### src/pkg/ieee488_listen_pkg.sv
// constants, state codes and carriers for the listener acceptor handshake
// assumes a single 10 MHz core clock; all bus pins already synchronous to it
package ieee488_listen_pkg;

   // ----------------------------------------------------------------------
   // timing
   // ----------------------------------------------------------------------
   localparam int unsigned CLK_PERIOD_NS  = 100;
   // longest time from ATN falling to NDAC pulled low (rounds down)
   localparam int unsigned ATN_RESP_NS    = 200;
   localparam int unsigned ATN_RESP_CYC   = (ATN_RESP_NS / CLK_PERIOD_NS) < 1 ? 1 :
                                            (ATN_RESP_NS / CLK_PERIOD_NS);
   // least time from NRFD pulled low to NDAC released (rounds up)
   localparam int unsigned NDAC_DELAY_NS  = 30;
   localparam int unsigned NDAC_DELAY_CYC = ((NDAC_DELAY_NS + CLK_PERIOD_NS - 1) / CLK_PERIOD_NS) < 1 ? 1 :
                                            ((NDAC_DELAY_NS + CLK_PERIOD_NS - 1) / CLK_PERIOD_NS);
   localparam int unsigned DLY_W          = 4;

   // ----------------------------------------------------------------------
   // command bytes and field positions
   // ----------------------------------------------------------------------
   localparam int unsigned ADDR_W         = 5;
   localparam int unsigned GROUP_LSB      = 5;
   localparam logic [2:0]  LISTEN_GROUP   = 3'h1;
   localparam logic [7:0]  CMD_UNLISTEN   = 8'h3F;
   localparam logic        LISTEN_RST     = 1'b0;

   // ----------------------------------------------------------------------
   // types
   // ----------------------------------------------------------------------
   typedef enum logic [2:0] {
      HS_IDLE  = 3'h0,
      HS_READY = 3'h1,
      HS_TAKE  = 3'h3,
      HS_DONE  = 3'h2,
      HS_HOLD  = 3'h6
   } hs_state_t;

   // bus levels as seen on the connector, all active low
   typedef struct packed {
      logic       atn_n;
      logic       dav_n;
      logic       ifc_n;
      logic       nrfd_n;
      logic       ndac_n;
      logic [7:0] dio_n;
   } gpib_in_t;

   // bus data lines carry negative logic
   function automatic logic [7:0] bus_byte(input logic [7:0] dio_n);
      return ~dio_n;
   endfunction

endpackage

### src/core/listen_addr_decode.sv
// listen address tracker: collects command bytes while ATN is low
// assumes one strobe per accepted command byte from the acceptor handshake
`timescale 1ns/1ps
module listen_addr_decode
   import ieee488_listen_pkg::*;
(
   input  wire logic              i_core_clk,
   input  wire logic              i_rst,
   input  wire logic              i_ifc_n,
   input  wire logic              i_atn_n,
   input  wire logic              i_cmd_valid,
   input  wire logic [7:0]        i_cmd,
   input  wire logic [ADDR_W-1:0] i_my_addr,
   output      logic              o_listen
);

   typedef struct packed {
      logic pend;
      logic listen;
   } dec_state_t;

   dec_state_t q;
   dec_state_t d;

   always_comb begin
      d = q;
      if (!i_ifc_n) begin
         d.pend   = LISTEN_RST;
         d.listen = LISTEN_RST;
      end else if (i_atn_n) begin
         // the outcome of a whole addressing sequence lands only now
         d.listen = q.pend;
      end else if (i_cmd_valid) begin
         if (i_cmd == {LISTEN_GROUP, i_my_addr}) begin
            d.pend = 1'b1;
         end else if (i_cmd == CMD_UNLISTEN) begin
            d.pend = 1'b0;
         end
      end
   end

   always_ff @(posedge i_core_clk or posedge i_rst) begin
      if (i_rst) begin
         q <= '0;
      end else begin
         q <= d;
      end
   end

   assign o_listen = q.listen;

endmodule // listen_addr_decode

### src/core/byte_buffer2.sv
// two-entry buffer between the bus capture and the peripheral
// output word and valid are held in flip-flops, ready on the input is
// combinational from the fill state
`timescale 1ns/1ps
module byte_buffer2 #(
   parameter int unsigned W = 8
) (
   input  wire logic         i_core_clk,
   input  wire logic         i_rst,
   input  wire logic         i_in_valid,
   input  wire logic [W-1:0] i_in_data,
   output      logic         o_in_ready,
   output      logic         o_out_valid,
   output      logic [W-1:0] o_out_data,
   input  wire logic         i_out_ready
);

   typedef struct packed {
      logic [W-1:0] head;
      logic [W-1:0] tail;
      logic         head_v;
      logic         tail_v;
   } buf_state_t;

   buf_state_t q;
   buf_state_t d;

   always_comb begin
      d = q;
      if (q.head_v && i_out_ready) begin
         if (q.tail_v) begin
            d.head   = q.tail;
            d.tail_v = 1'b0;
         end else begin
            d.head_v = 1'b0;
         end
      end
      if (i_in_valid && !q.tail_v) begin
         if (!d.head_v) begin
            d.head   = i_in_data;
            d.head_v = 1'b1;
         end else begin
            d.tail   = i_in_data;
            d.tail_v = 1'b1;
         end
      end
   end

   always_ff @(posedge i_core_clk or posedge i_rst) begin
      if (i_rst) begin
         q <= '0;
      end else begin
         q <= d;
      end
   end

   assign o_in_ready  = !q.tail_v;
   assign o_out_valid = q.head_v;
   assign o_out_data  = q.head;

endmodule // byte_buffer2

### src/core/ieee488_listen_handshake.sv
// listener acceptor handshake: drives NRFD/NDAC against ATN, DAV and IFC
// assumes bus inputs synchronous to i_core_clk; open-drain outputs are
// resolved by the surroundings from the output enables
//
// Behaviour
// - ATN high and not addressed: bus idle, every line released.
// - ATN low: handshake every byte and decode each as address.
// - own address seen: keep decoding, act only once ATN rises.
// - after ATN falls pull NDAC low in time, NRFD per readiness.
// - ATN low: no bus byte ever reaches the peripheral.
// - ATN high and addressed: capture each byte, deliver as data.
// - peripheral busy or full buffer stalls the bus, no byte lost.
// - IFC low: go idle, release handshake lines.
// - unlisten byte (63) under ATN leaves listen state.
// - idle: NRFD and NDAC both released high.
// - listen flag set only by own primary listen address.
// - drivers enabled only when ATN low or listen flag set.
// - on ATN fall release NRFD while pulling NDAC low.
// - DAV low: pull NRFD low, then release NDAC shortly after.
`timescale 1ns/1ps
module ieee488_listen_handshake
   import ieee488_listen_pkg::*;
(
   input  wire logic              i_core_clk,
   input  wire logic              i_rst,
   input  wire gpib_in_t          i_bus,
   input  wire logic [ADDR_W-1:0] i_my_addr,
   output      logic              o_nrfd_o,
   output      logic              o_nrfd_oe,
   output      logic              o_ndac_o,
   output      logic              o_ndac_oe,
   output      logic              o_drv_en,
   output      logic              o_listen,
   output      logic [7:0]        o_data,
   output      logic              o_data_valid,
   input  wire logic              i_data_ready,
   input  wire logic              i_busy
);

   // ----------------------------------------------------------------------
   // state
   // ----------------------------------------------------------------------
   typedef struct packed {
      hs_state_t        st;
      logic [DLY_W-1:0] dly;
      logic             drv;
      logic             nrfd_oe;
      logic             ndac_oe;
   } hs_regs_t;

   hs_regs_t q;
   hs_regs_t d;

   logic       listen;
   logic       addr_mode;
   logic       data_mode;
   logic       active;
   logic       cmd_stb;
   logic       push;
   logic       buf_ready;
   logic       buf_valid;
   logic [7:0] buf_data;

   assign addr_mode = !i_bus.atn_n;
   assign data_mode = i_bus.atn_n && listen;
   assign active    = addr_mode || listen;

   // ----------------------------------------------------------------------
   // acceptor sequence
   // ----------------------------------------------------------------------
   always_comb begin
      d       = q;
      cmd_stb = 1'b0;
      push    = 1'b0;
      if (!i_bus.ifc_n) begin
         d.st = HS_IDLE;
      end else if (!active) begin
         d.st = HS_IDLE;
      end else begin
         case (q.st)
            HS_IDLE: begin
               // addresses can always be taken; data waits for the peripheral
               d.st = addr_mode ? HS_READY : HS_HOLD;
            end
            HS_READY: begin
               if (!i_bus.dav_n) begin
                  if (addr_mode) begin
                     cmd_stb = 1'b1;
                     d.st    = HS_TAKE;
                     d.dly   = DLY_W'(NDAC_DELAY_CYC - 1);
                  end else if (buf_ready) begin
                     push    = 1'b1;
                     d.st    = HS_TAKE;
                     d.dly   = DLY_W'(NDAC_DELAY_CYC - 1);
                  end
                  // a full buffer keeps NDAC low until room appears
               end else if (data_mode && (i_busy || !buf_ready)) begin
                  d.st = HS_HOLD;
               end
            end
            HS_TAKE: begin
               if (q.dly == '0) begin
                  d.st = HS_DONE;
               end else begin
                  d.dly = q.dly - 1'b1;
               end
            end
            HS_DONE: begin
               if (i_bus.dav_n) begin
                  d.st = HS_HOLD;
               end
            end
            HS_HOLD: begin
               if (i_bus.dav_n && (addr_mode || (!i_busy && buf_ready))) begin
                  d.st = HS_READY;
               end
            end
            default: begin
               d.st = HS_IDLE;
            end
         endcase
      end

      // ---------------------------------------------------------------------
      // line drive, registered alongside the state it belongs to
      // ---------------------------------------------------------------------
      d.drv     = i_bus.ifc_n && active;
      d.nrfd_oe = d.drv && (d.st == HS_TAKE || d.st == HS_DONE || d.st == HS_HOLD);
      d.ndac_oe = d.drv && (d.st == HS_READY || d.st == HS_TAKE || d.st == HS_HOLD);
   end

   always_ff @(posedge i_core_clk or posedge i_rst) begin
      if (i_rst) begin
         q <= '{st: HS_IDLE, dly: '0, drv: 1'b0, nrfd_oe: 1'b0, ndac_oe: 1'b0};
      end else begin
         q <= d;
      end
   end

   // ----------------------------------------------------------------------
   // address tracking and peripheral path
   // ----------------------------------------------------------------------
   listen_addr_decode u_decode (
      .i_core_clk  (i_core_clk),
      .i_rst       (i_rst),
      .i_ifc_n     (i_bus.ifc_n),
      .i_atn_n     (i_bus.atn_n),
      .i_cmd_valid (cmd_stb),
      .i_cmd       (bus_byte(i_bus.dio_n)),
      .i_my_addr   (i_my_addr),
      .o_listen    (listen)
   );

   // only data-mode pushes enter, so commands never reach the peripheral
   byte_buffer2 #(
      .W (8)
   ) u_buf (
      .i_core_clk  (i_core_clk),
      .i_rst       (i_rst),
      .i_in_valid  (push),
      .i_in_data   (bus_byte(i_bus.dio_n)),
      .o_in_ready  (buf_ready),
      .o_out_valid (buf_valid),
      .o_out_data  (buf_data),
      .i_out_ready (i_data_ready)
   );

   // open-drain: the driven level is always low, enable means pulling
   assign o_nrfd_o     = 1'b0;
   assign o_ndac_o     = 1'b0;
   assign o_nrfd_oe    = q.nrfd_oe;
   assign o_ndac_oe    = q.ndac_oe;
   assign o_drv_en     = q.drv;
   assign o_listen     = listen;
   assign o_data       = buf_data;
   assign o_data_valid = buf_valid;

endmodule // ieee488_listen_handshake

### config.mk
export PLATFORM = sky130hd
export DESIGN_NAME = ieee488_listen_handshake
export DESIGN_NICKNAME = d
export VERILOG_FILES = /design/src/pkg/ieee488_listen_pkg.sv /design/src/core/listen_addr_decode.sv /design/src/core/byte_buffer2.sv /design/src/core/ieee488_listen_handshake.sv
export SDC_FILE = /design/constraint.sdc
export NUM_CORES = 1
export LEC_CHECK = 0
export BUFFER_PORTS_ARGS = -buffer_cell sky130_fd_sc_hd__buf_2
export CAP_MARGIN = 20
export CORE_ASPECT_RATIO = 0.5
export CORE_UTILIZATION = 53
export CTS_CLUSTER_SIZE = 10
export DETAILED_ROUTE_END_ITERATION = 7
export PLACE_DENSITY = 0.78
export SETUP_SLACK_MARGIN = 0.02
export SLEW_MARGIN = 20
export SYNTH_ARGS = -nofsm -noshare
export SYNTH_HDL_FRONTEND = slang
export SYNTH_SLANG_ARGS = --single-unit
### constraint.sdc
create_clock -name i_core_clk -period 2.2 [get_ports i_core_clk]
set_clock_uncertainty 0.1 [all_clocks]
set_input_delay 0.11 -clock i_core_clk [delete_from_list [all_inputs] [get_ports i_core_clk]]
set_output_delay 0.11 -clock i_core_clk [all_outputs]
set_load 0.02 [all_outputs]
Yosys cells after proc, flatten, opt, wreduce, memory -nomap -nowiden
Cells that the tools add are included.

word-level totals
  flip-flop bits (word level) = 30
  input port bits = 22
  logic and storage cells = 94

operators by class
  add/subtract/negate cells = 1
  equal/unequal tests = 17
  multiplexer cells = 39
  bitwise logic cells = 1
  reduce and logical (&&, ||, !) cells = 25

operators with widths
  operator             number
  $mux 8               4
  $mux 3               8
  $mux 1               18
  $mux 18              1
  $pmux 3 s5           1
  $mux 7               2
  $eq 3x2->1 const B   4
  $logic_and 1x1->1    9
  $eq 8x6->1           1
  $eq 8x6->1 const B   1
  $mux 4               2
  $not 8->8            1
  $pmux 4 s2           1
  $logic_or 1x1->1     7
  $eq 3x1->1 const B   2
  $eq 3x3->1 const B   2
  $ne 2x2->1 const B   3
  $reduce_and 6->1     1
  $logic_not 4->1      1
  $mux 2               2
  $ne 2x1->1 const B   2
  $sub 4x1->4 const B  1
  $logic_not 1->1      3
  $logic_not 3->1      1
  other kinds (5)      5

Longest topological paths before layout
Gate-level depths: netlist of the first run.

  depth in word-level cells = 12
  depth in mapped cells = 6
  gate-level depth less buffers = 6

By module
From an unflattened synthesis of the first run, not the netlist that was laid out.

unflattened totals
  cells, all modules = 187
  area, all modules = 1828.0 um^2

by module, submodules not included
  module                    instances  cells an instance  area an instance (um^2)  sequential area each (um^2)
  byte_buffer2              1          84                 933.4                    450.4
  ieee488_listen_handshake  1          85                 726.9                    250.2
  listen_addr_decode        1          18                 167.7                    50.0

Least setup slack after synthesis of the first run
No wires, ideal clock.

  kind = register -> register
  start point = reg q[8] (netlist bit)
  end point = reg u_decode.q[1] (netlist bit)
  arrival time = 1.490 ns
  path slack = 0.532 ns
  stages on the path, launching flop included = 5
  path buffers = 0
  period minus slack after synthesis = 1.668 ns
  path through = dfrtp_1 nor4b_4 nand4_1 or4_1 a21boi_1

on the way
  longest elaborated chain between the ends = 6

ends and longest elaborated chain
  what                               line                             text
  start, declared                    ieee488_listen_handshake.sv:51   hs_regs_t q;
  start signal, assigned             ieee488_listen_handshake.sv:134  q <= '{st: HS_IDLE, dly: '0, drv: 1'b0, nrfd_oe: 1'b0, ndac_oe: 1'b0};
  $eq 3x1->1                         ieee488_listen_handshake.sv:80   case (q.st)
  $mux 1                             ieee488_listen_handshake.sv:80
  $mux 1                             ieee488_listen_handshake.sv:77   end else if (!active) begin
  $mux 1                             ieee488_listen_handshake.sv:75   if (!i_bus.ifc_n) begin
  $ne 2x1->1 (no source line)        --
  $reduce_and 3->1 (no source line)  --
  end signal, assigned               listen_addr_decode.sv:44         q <= '0;
  end signal, assigned               listen_addr_decode.sv:46         q <= d;
  end, declared                      listen_addr_decode.sv:22         dec_state_t q;

No other way between the ends.
A chain may end at the register's enable or synchronous reset.

Final worst setup path of the first run
Same ends and word-level chain as after synthesis.

==> flow_summary_export.csv, run 1 <==
group,metric,value,unit
run_status,outcome,"completed",
timing,finalHoldViolCount,0,
logic_synthesis,synth_edf_count,0,
floorplanning,die_area,3340,sq um
timing,setup_violations,0,
global_route,antenna_found_initial,0,
timing,tns,0,ns
clock_network,clk_pin_slew,0.07,ns
power,p_leak,1.02,nW
layout,fin_area,1960,sq um
clock_network,post_cts_buffers,0,
logic_synthesis,syn_inst,163,
timing,fmax,517,MHz
floorplanning,die_h,41.4,um
logic_synthesis,seq_area_frac_synth,45.7,%
floorplanning,start_util,59.4,%
floorplanning,core,2770,sq um
layout,area_growth,19.4,%
floorplanning,core.rowCount,13,
logic_synthesis,synthXorXnorAreaFrac,3.20,%
logic_synthesis,ys_top_cells_by_count,"30 x dfrtp_1, 17 x mux2i_1, 16 x nand2_1",
global_route,grt_pass1_vias,1137,
power,power-per-cell-area,610,nW/um^2
logic_synthesis,synth.most_common_cell,"dfrtp_1",
timing,post-route-period-util,87.9,%
timing,final-max-slew-violation-count,0,
placed_design,portBuffers,32,
global_route,grt_util_all_layers,21.9,%
detailed_routing,drt_drc_violations_left,0,
floorplanning,io_pins,37,
global_route,grt_start_max_net_pins,31,
layout,nNetsFinal,223,
min_path,hp-class,"in2reg",
clock_network,cts_htree_levels,2,
logic_synthesis,synthAdderAreaFrac,0.762,%
critical_path,worstPathMaxFanout,13,
placed_design,place.gp.congestion,0.764,
floorplanning,dieWidth,80.7,um
logic_synthesis,yosys.area_share.simple,16.7,%
logic_synthesis,synth_top_area_share,45.7,%
global_route,grt_pass1_wl,5.04,mm
flow_run,max_cap_viol_count,0,
critical_path,worstPathArrival,2.05,ns
placed_design,dpl_cell_area,1780,sq um
logic_synthesis,ys.flop_type,"dfrtp_1",
layout,drive_above_1_share,23.4,%
timing,relSlewSlack,62.4,%
logic_synthesis,ys_seq_elements,30,
layout,finish.utilization,70.9,%
logic_synthesis,synth_top_family_by_area,"simple AND/OR/NAND/NOR gates",
timing,rsz0062_at_grt,"false",
timing,worst_pin_slew,0.562,ns
clock_network,clock_sinks,30,
clock_network,cts-root-buf,"clkbuf_8",
clock_network,cts_tree,"built",
critical_path,crit_path_end_kind,"register",
logic_synthesis,syn-cell-area,1640,sq um
critical_path,startpoint_type,"register",
critical_path,crit_type,"reg2reg",
logic_synthesis,ys_top_cells_by_area,"dfrtp_1 46%, mux2i_1 10%, buf_4 4.6%",
timing,fin_crit,1.93,ns
clock_network,numCtsBuffers,5,
detailed_routing,wl_per_cell,13.8,um
global_route,overflow,0,
power,ir_drop,0.000549,V
logic_synthesis,ys.warnings.count,0,
detailed_routing,totalWireLength,3.29,mm
logic_synthesis,synth_compound_area_share,14.7,%
clock_network,post_cts_resized,0,
logic_synthesis,synth.avg_cell_area,10.1,sq um
logic_synthesis,synth_top_area_cell,"dfrtp_1",
layout,antenna_cells,0,
clock_network,cts_buffer_depth,2,
placed_design,dpl.hpwl,2.24,mm
logic_synthesis,synth.distinct_cells,41,
detailed_routing,drt_iter0_drc,63,
detailed_routing,via_count,1292,
detailed_routing,first_pass_iters,4,
critical_path,cp_data_required_time,2.32,ns
detailed_routing,viasPerCell,5.43,
logic_synthesis,async_flop_share,100,%
logic_synthesis,synth_mux_area_share,10.4,%
detailed_routing,ant_nets,0,
clock_network,hold_buffers,9,
clock_network,insertion_delay,0.29,ns
metrics by stage:
step	std cells	worst slack [ns]	power, mW	hold WS [ns]
3_3_place_gp	221	0.328	0.726	0.0998
3_5_place_dp	221	0.257	0.730	0.113
6_report	238	0.266	1.20	0.0129
5_1_grt	238	0.182	1.24	0.0179
4_1_cts	238	0.269	1.21	0.00520
2_1_floorplan	164	0.532	0.683	0.101
kinds of logic (layout without fill, tap and decap cells):
group	count (synthesis)	count (layout)
fa+ha+maj	1	1
buf+inv	25	62
compound gates	36	36
other cells	1	2
flops	30	30
mux	17	17
xor+xnor	6	6
simple gates	47	47
critical path, stage by stage, from the launching register on:
cell      delay, ns
dfrtp_1        0.54
nor4b_4        0.40
nand4_1        0.15
or4_1          0.54
a21boi_1       0.15
power by group:
group | internal, mW | switching (mW) | total (mW)
sequential | 0.566 | 0.0173 | 0.583
combinational | 0.0692 | 0.0815 | 0.151
clock | 0.252 | 0.210 | 0.462
total | 0.887 | 0.309 | 1.20
cell type report:
type                            count  area [sq um]
Clock inverter                      1          5.00
Timing Repair Buffer               45           280
Multi-Input combinational cell    109           758
Fill cell                         213           805
Inverter                            9          33.8
Clock buffer                        7          86.3
Sequential cell                    30           751
Tap cell                           37          46.3
routing by layer:
layer / vias to the layer above / share of wire, % / global-route usage, %
li1: 643 / - / -
met1: 614 / 47 / 26.1
met2: 33 / 48 / 38.6
met3: 2 / 4.5 / 7.17
met4: 0 / 0.30 / 9.38
met5: - / 0 / 0
path summary, 6_finish.rpt:
check / cells after the start / slack [ns] / to / start
max: 4 / 0.27 / u_decode.q[1] / q[8]
min: 2 / 0.01 / u_decode.q[1] / i_bus[10]
max reg2reg: 4 / 0.27 / u_decode.q[1] / q[8]
min reg2reg: 2 / 0.38 / u_buf.q[9] / u_buf.q[9]
max in group asynchronous: 4 / 1.36 / q[7] / i_rst
min in group asynchronous: 4 / 0.35 / q[6] / i_rst
flip-flops by register name (all words and copies together), names as in the netlist:
register and flops:
o_drv_en 1, o_ndac_oe 1, o_nrfd_oe 1, q 7, u_buf.o_out_data 8, u_buf.o_out_valid 1
u_buf.q 9, u_decode.o_listen 1, u_decode.q 1
placed cells by master (no fill, tap or decap), types with 2 or more instances in the layout:
| cell type | instances |
|---|---|
| nand2b_1 | 4 |
| nor3b_1 | 2 |
| buf_4 | 4 |
| dlygate4sd3_1 | 9 |
| o21ai_0 | 12 |
| inv_1 | 9 |
| xor2_1 | 4 |
| nor2_1 | 5 |
| a2bb2oi_1 | 2 |
| buf_2 | 32 |
| or4_1 | 2 |
| nor4_1 | 2 |
| a21oi_1 | 4 |
| nor2b_1 | 3 |
| clkbuf_8 | 6 |
| nand3_1 | 4 |
| a211oi_1 | 2 |
| mux2i_1 | 17 |
| nand2_1 | 16 |
| a311oi_1 | 2 |
| dfrtp_1 | 30 |
| conb_1 | 2 |
| xnor2_1 | 2 |
| o31ai_1 | 5 |
| o211a_1 | 2 |
(Power assumes the default switching activity.)
==> run 2: changes to the inputs <==
- clock period: 2.2 -> 1.9 ns (I/O delays scaled with it)
==> flow_summary_export.csv, run 2 (same netlist as run 1, synthesis figures left out) <==
group,metric,value,unit
run_status,outcome,"completed",
floorplanning,start_util,59.4,%
timing,fmax,553,MHz
layout,layout_commonest_cell,"buf_2",
detailed_routing,wl_met3,210,um
detailed_routing,viasPerCell,5.51,
critical_path,reg2reg_to,"q[6]",
critical_path,worstPathMaxFanout,4,
min_path,whs_path_depth,4,
layout,finish.utilization,73.6,%
timing,rsz0062_at_grt,"true",
timing,finalHoldViolCount,0,
detailed_routing,ant_nets,0,
flow_run,max_cap_viol_count,0,
detailed_routing,totalWireLength,3.54,mm
layout,final_cell_mix,"32 x buf_2, 29 x dfrtp_1, 17 x mux2i_1",
floorplanning,io_pins,37,
floorplanning,die_area,3340,sq um
layout,largest_reg_flops,9,
detailed_routing,dr_wl_met2,1.72,mm
timing,tns,0,ns
global_route,overflow,0,
min_path,whs_endpoint,"u_buf.q[0]",
floorplanning,die_h,41.4,um
critical_path,crit_buf_inv,1,
clock_network,cts_tree,"built",
global_route,grt_start_max_net_pins,31,
critical_path,crit_slowest_cell,"dfrtp_1",
layout,drive_above_1_share,27.3,%
detailed_routing,via_count,1356,
detailed_routing,wl_met1,1.60,mm
timing,final-max-slew-violation-count,0,
timing,fin_crit,1.81,ns
critical_path,cp_data_required_time,1.98,ns
critical_path,path_cells,"inv_1, ha_1, nor3b_1, a2bb2oi_1, or2_2, o31ai_1",
detailed_routing,first_pass_iters,4,
placed_design,dpl.hpwl,2.34,mm
critical_path,path_delay_family,"simple AND/OR/NAND/NOR gates",
critical_path,crit_type,"reg2reg",
power,power-per-cell-area,691,nW/um^2
floorplanning,dieWidth,80.7,um
layout,antenna_cells,0,
global_route,grt_pass1_wl,5.51,mm
critical_path,startpoint_type,"register",
global_route,antenna_found_initial,0,
clock_network,numCtsBuffers,5,
placed_design,portBuffers,32,
power,ir_drop,0.000371,V
critical_path,r2r-start,"q[3]",
critical_path,cp_slowest_stage_delay,0.39,ns
clock_network,clock_sinks,30,
placed_design,place.gp.congestion,0.824,
clock_network,cts-root-buf,"clkbuf_8",
detailed_routing,drt_drc_violations_left,0,
clock_network,insertion_delay,0.29,ns
detailed_routing,drt_iter0_drc,68,
global_route,grt_util_all_layers,24.0,%
timing,setup_violations,0,
layout,area_growth,24.0,%
min_path,hp-class,"in2reg",
clock_network,clk_pin_slew,0.07,ns
critical_path,r2r_cells,6,
critical_path,worstPathArrival,1.89,ns
clock_network,cts_htree_levels,2,
critical_path,timing.reg2reg.setup_slack,0.09,ns
clock_network,cts_buffer_depth,2,
power,p_leak,1.06,nW
timing,post-route-period-util,95.2,%
detailed_routing,topRoutingLayerUsed,"met4",
floorplanning,core,2770,sq um
global_route,grt_pass1_vias,1154,
detailed_routing,wl_per_cell,14.4,um
min_path,min_from,"i_data_ready",
floorplanning,core.rowCount,13,
layout,nNetsFinal,231,
critical_path,crit_path_end_kind,"register",
layout,largest_register,"u_buf.q",
==> run 2: what timing repair did <==
item                                    CTS  global route
buffers inserted                          0             2
endpoints found under the hold margin    48             0
gates resized for setup                   0             2
hold buffers                             10             0
endpoints found under the setup margin    0             2
==> run 2: metrics by stage <==
| stage | std cells | total power, mW | setup WS (ns) | cell area (sq um) | hold slack, ns |
|---|---|---|---|---|---|
| after detailed placement | 226 | 0.853 | 0.0900 | 1820 | 0.0870 |
| after global placement | 226 | 0.848 | 0.155 | 1820 | 0.0855 |
| after floorplan | 164 | 0.791 | 0.232 | 1650 | 0.0858 |
| final | 246 | 1.41 | 0.0907 | 2040 | 0.0354 |
| after CTS | 244 | 1.41 | 0.0946 | 2010 | 0.0204 |
| after global routing | 246 | 1.47 | 0.0107 | 2040 | 0.0389 |
==> run 2: worst max path at each step <==
stage,depth (start not counted),end,startpoint
after floorplan,4,u_decode.q[1],q[8]
after global placement,6,q[5],q[3]
after CTS,4,u_decode.q[1],q[9]
final,6,q[6],q[3]
after global routing,4,u_decode.q[1],q[9]
after detailed placement,4,u_decode.q[1],q[9]
==> run 2: cell type report <==
| class | count | area (sq um) |
|---|---|---|
| multi-input cells | 109 | 766 |
| flip-flops and latches | 30 | 752 |
| fillers | 200 | 729 |
| repair buffers | 53 | 343 |
| clock buffers | 6 | 82.6 |
| well taps | 37 | 46.3 |
| inverters | 9 | 33.8 |
| clock inverters | 2 | 12.5 |
==> run 2: worst min-delay path, delay by kind of cell <==
family / cells / cell delay, ns
simple gates: 3 / 0.17
buf+inv: 1 / 0.11
==> run 2: report_power, final <==
part	leakage (nW)	total, mW	switching (mW)	internal, mW
Clock	0.0472	0.543	0.252	0.291
Sequential	0.412	0.669	0.0138	0.655
Combinational	0.603	0.195	0.105	0.0893
Total	1.06	1.41	0.371	1.04
==> run 2: metal layers <==
metal / vias up / track usage [%]
li1: 656 / -
met1: 656 / 31.2
met2: 41 / 39.4
met3: 3 / 8.48
met4: 0 / 5.80
met5: - / 0
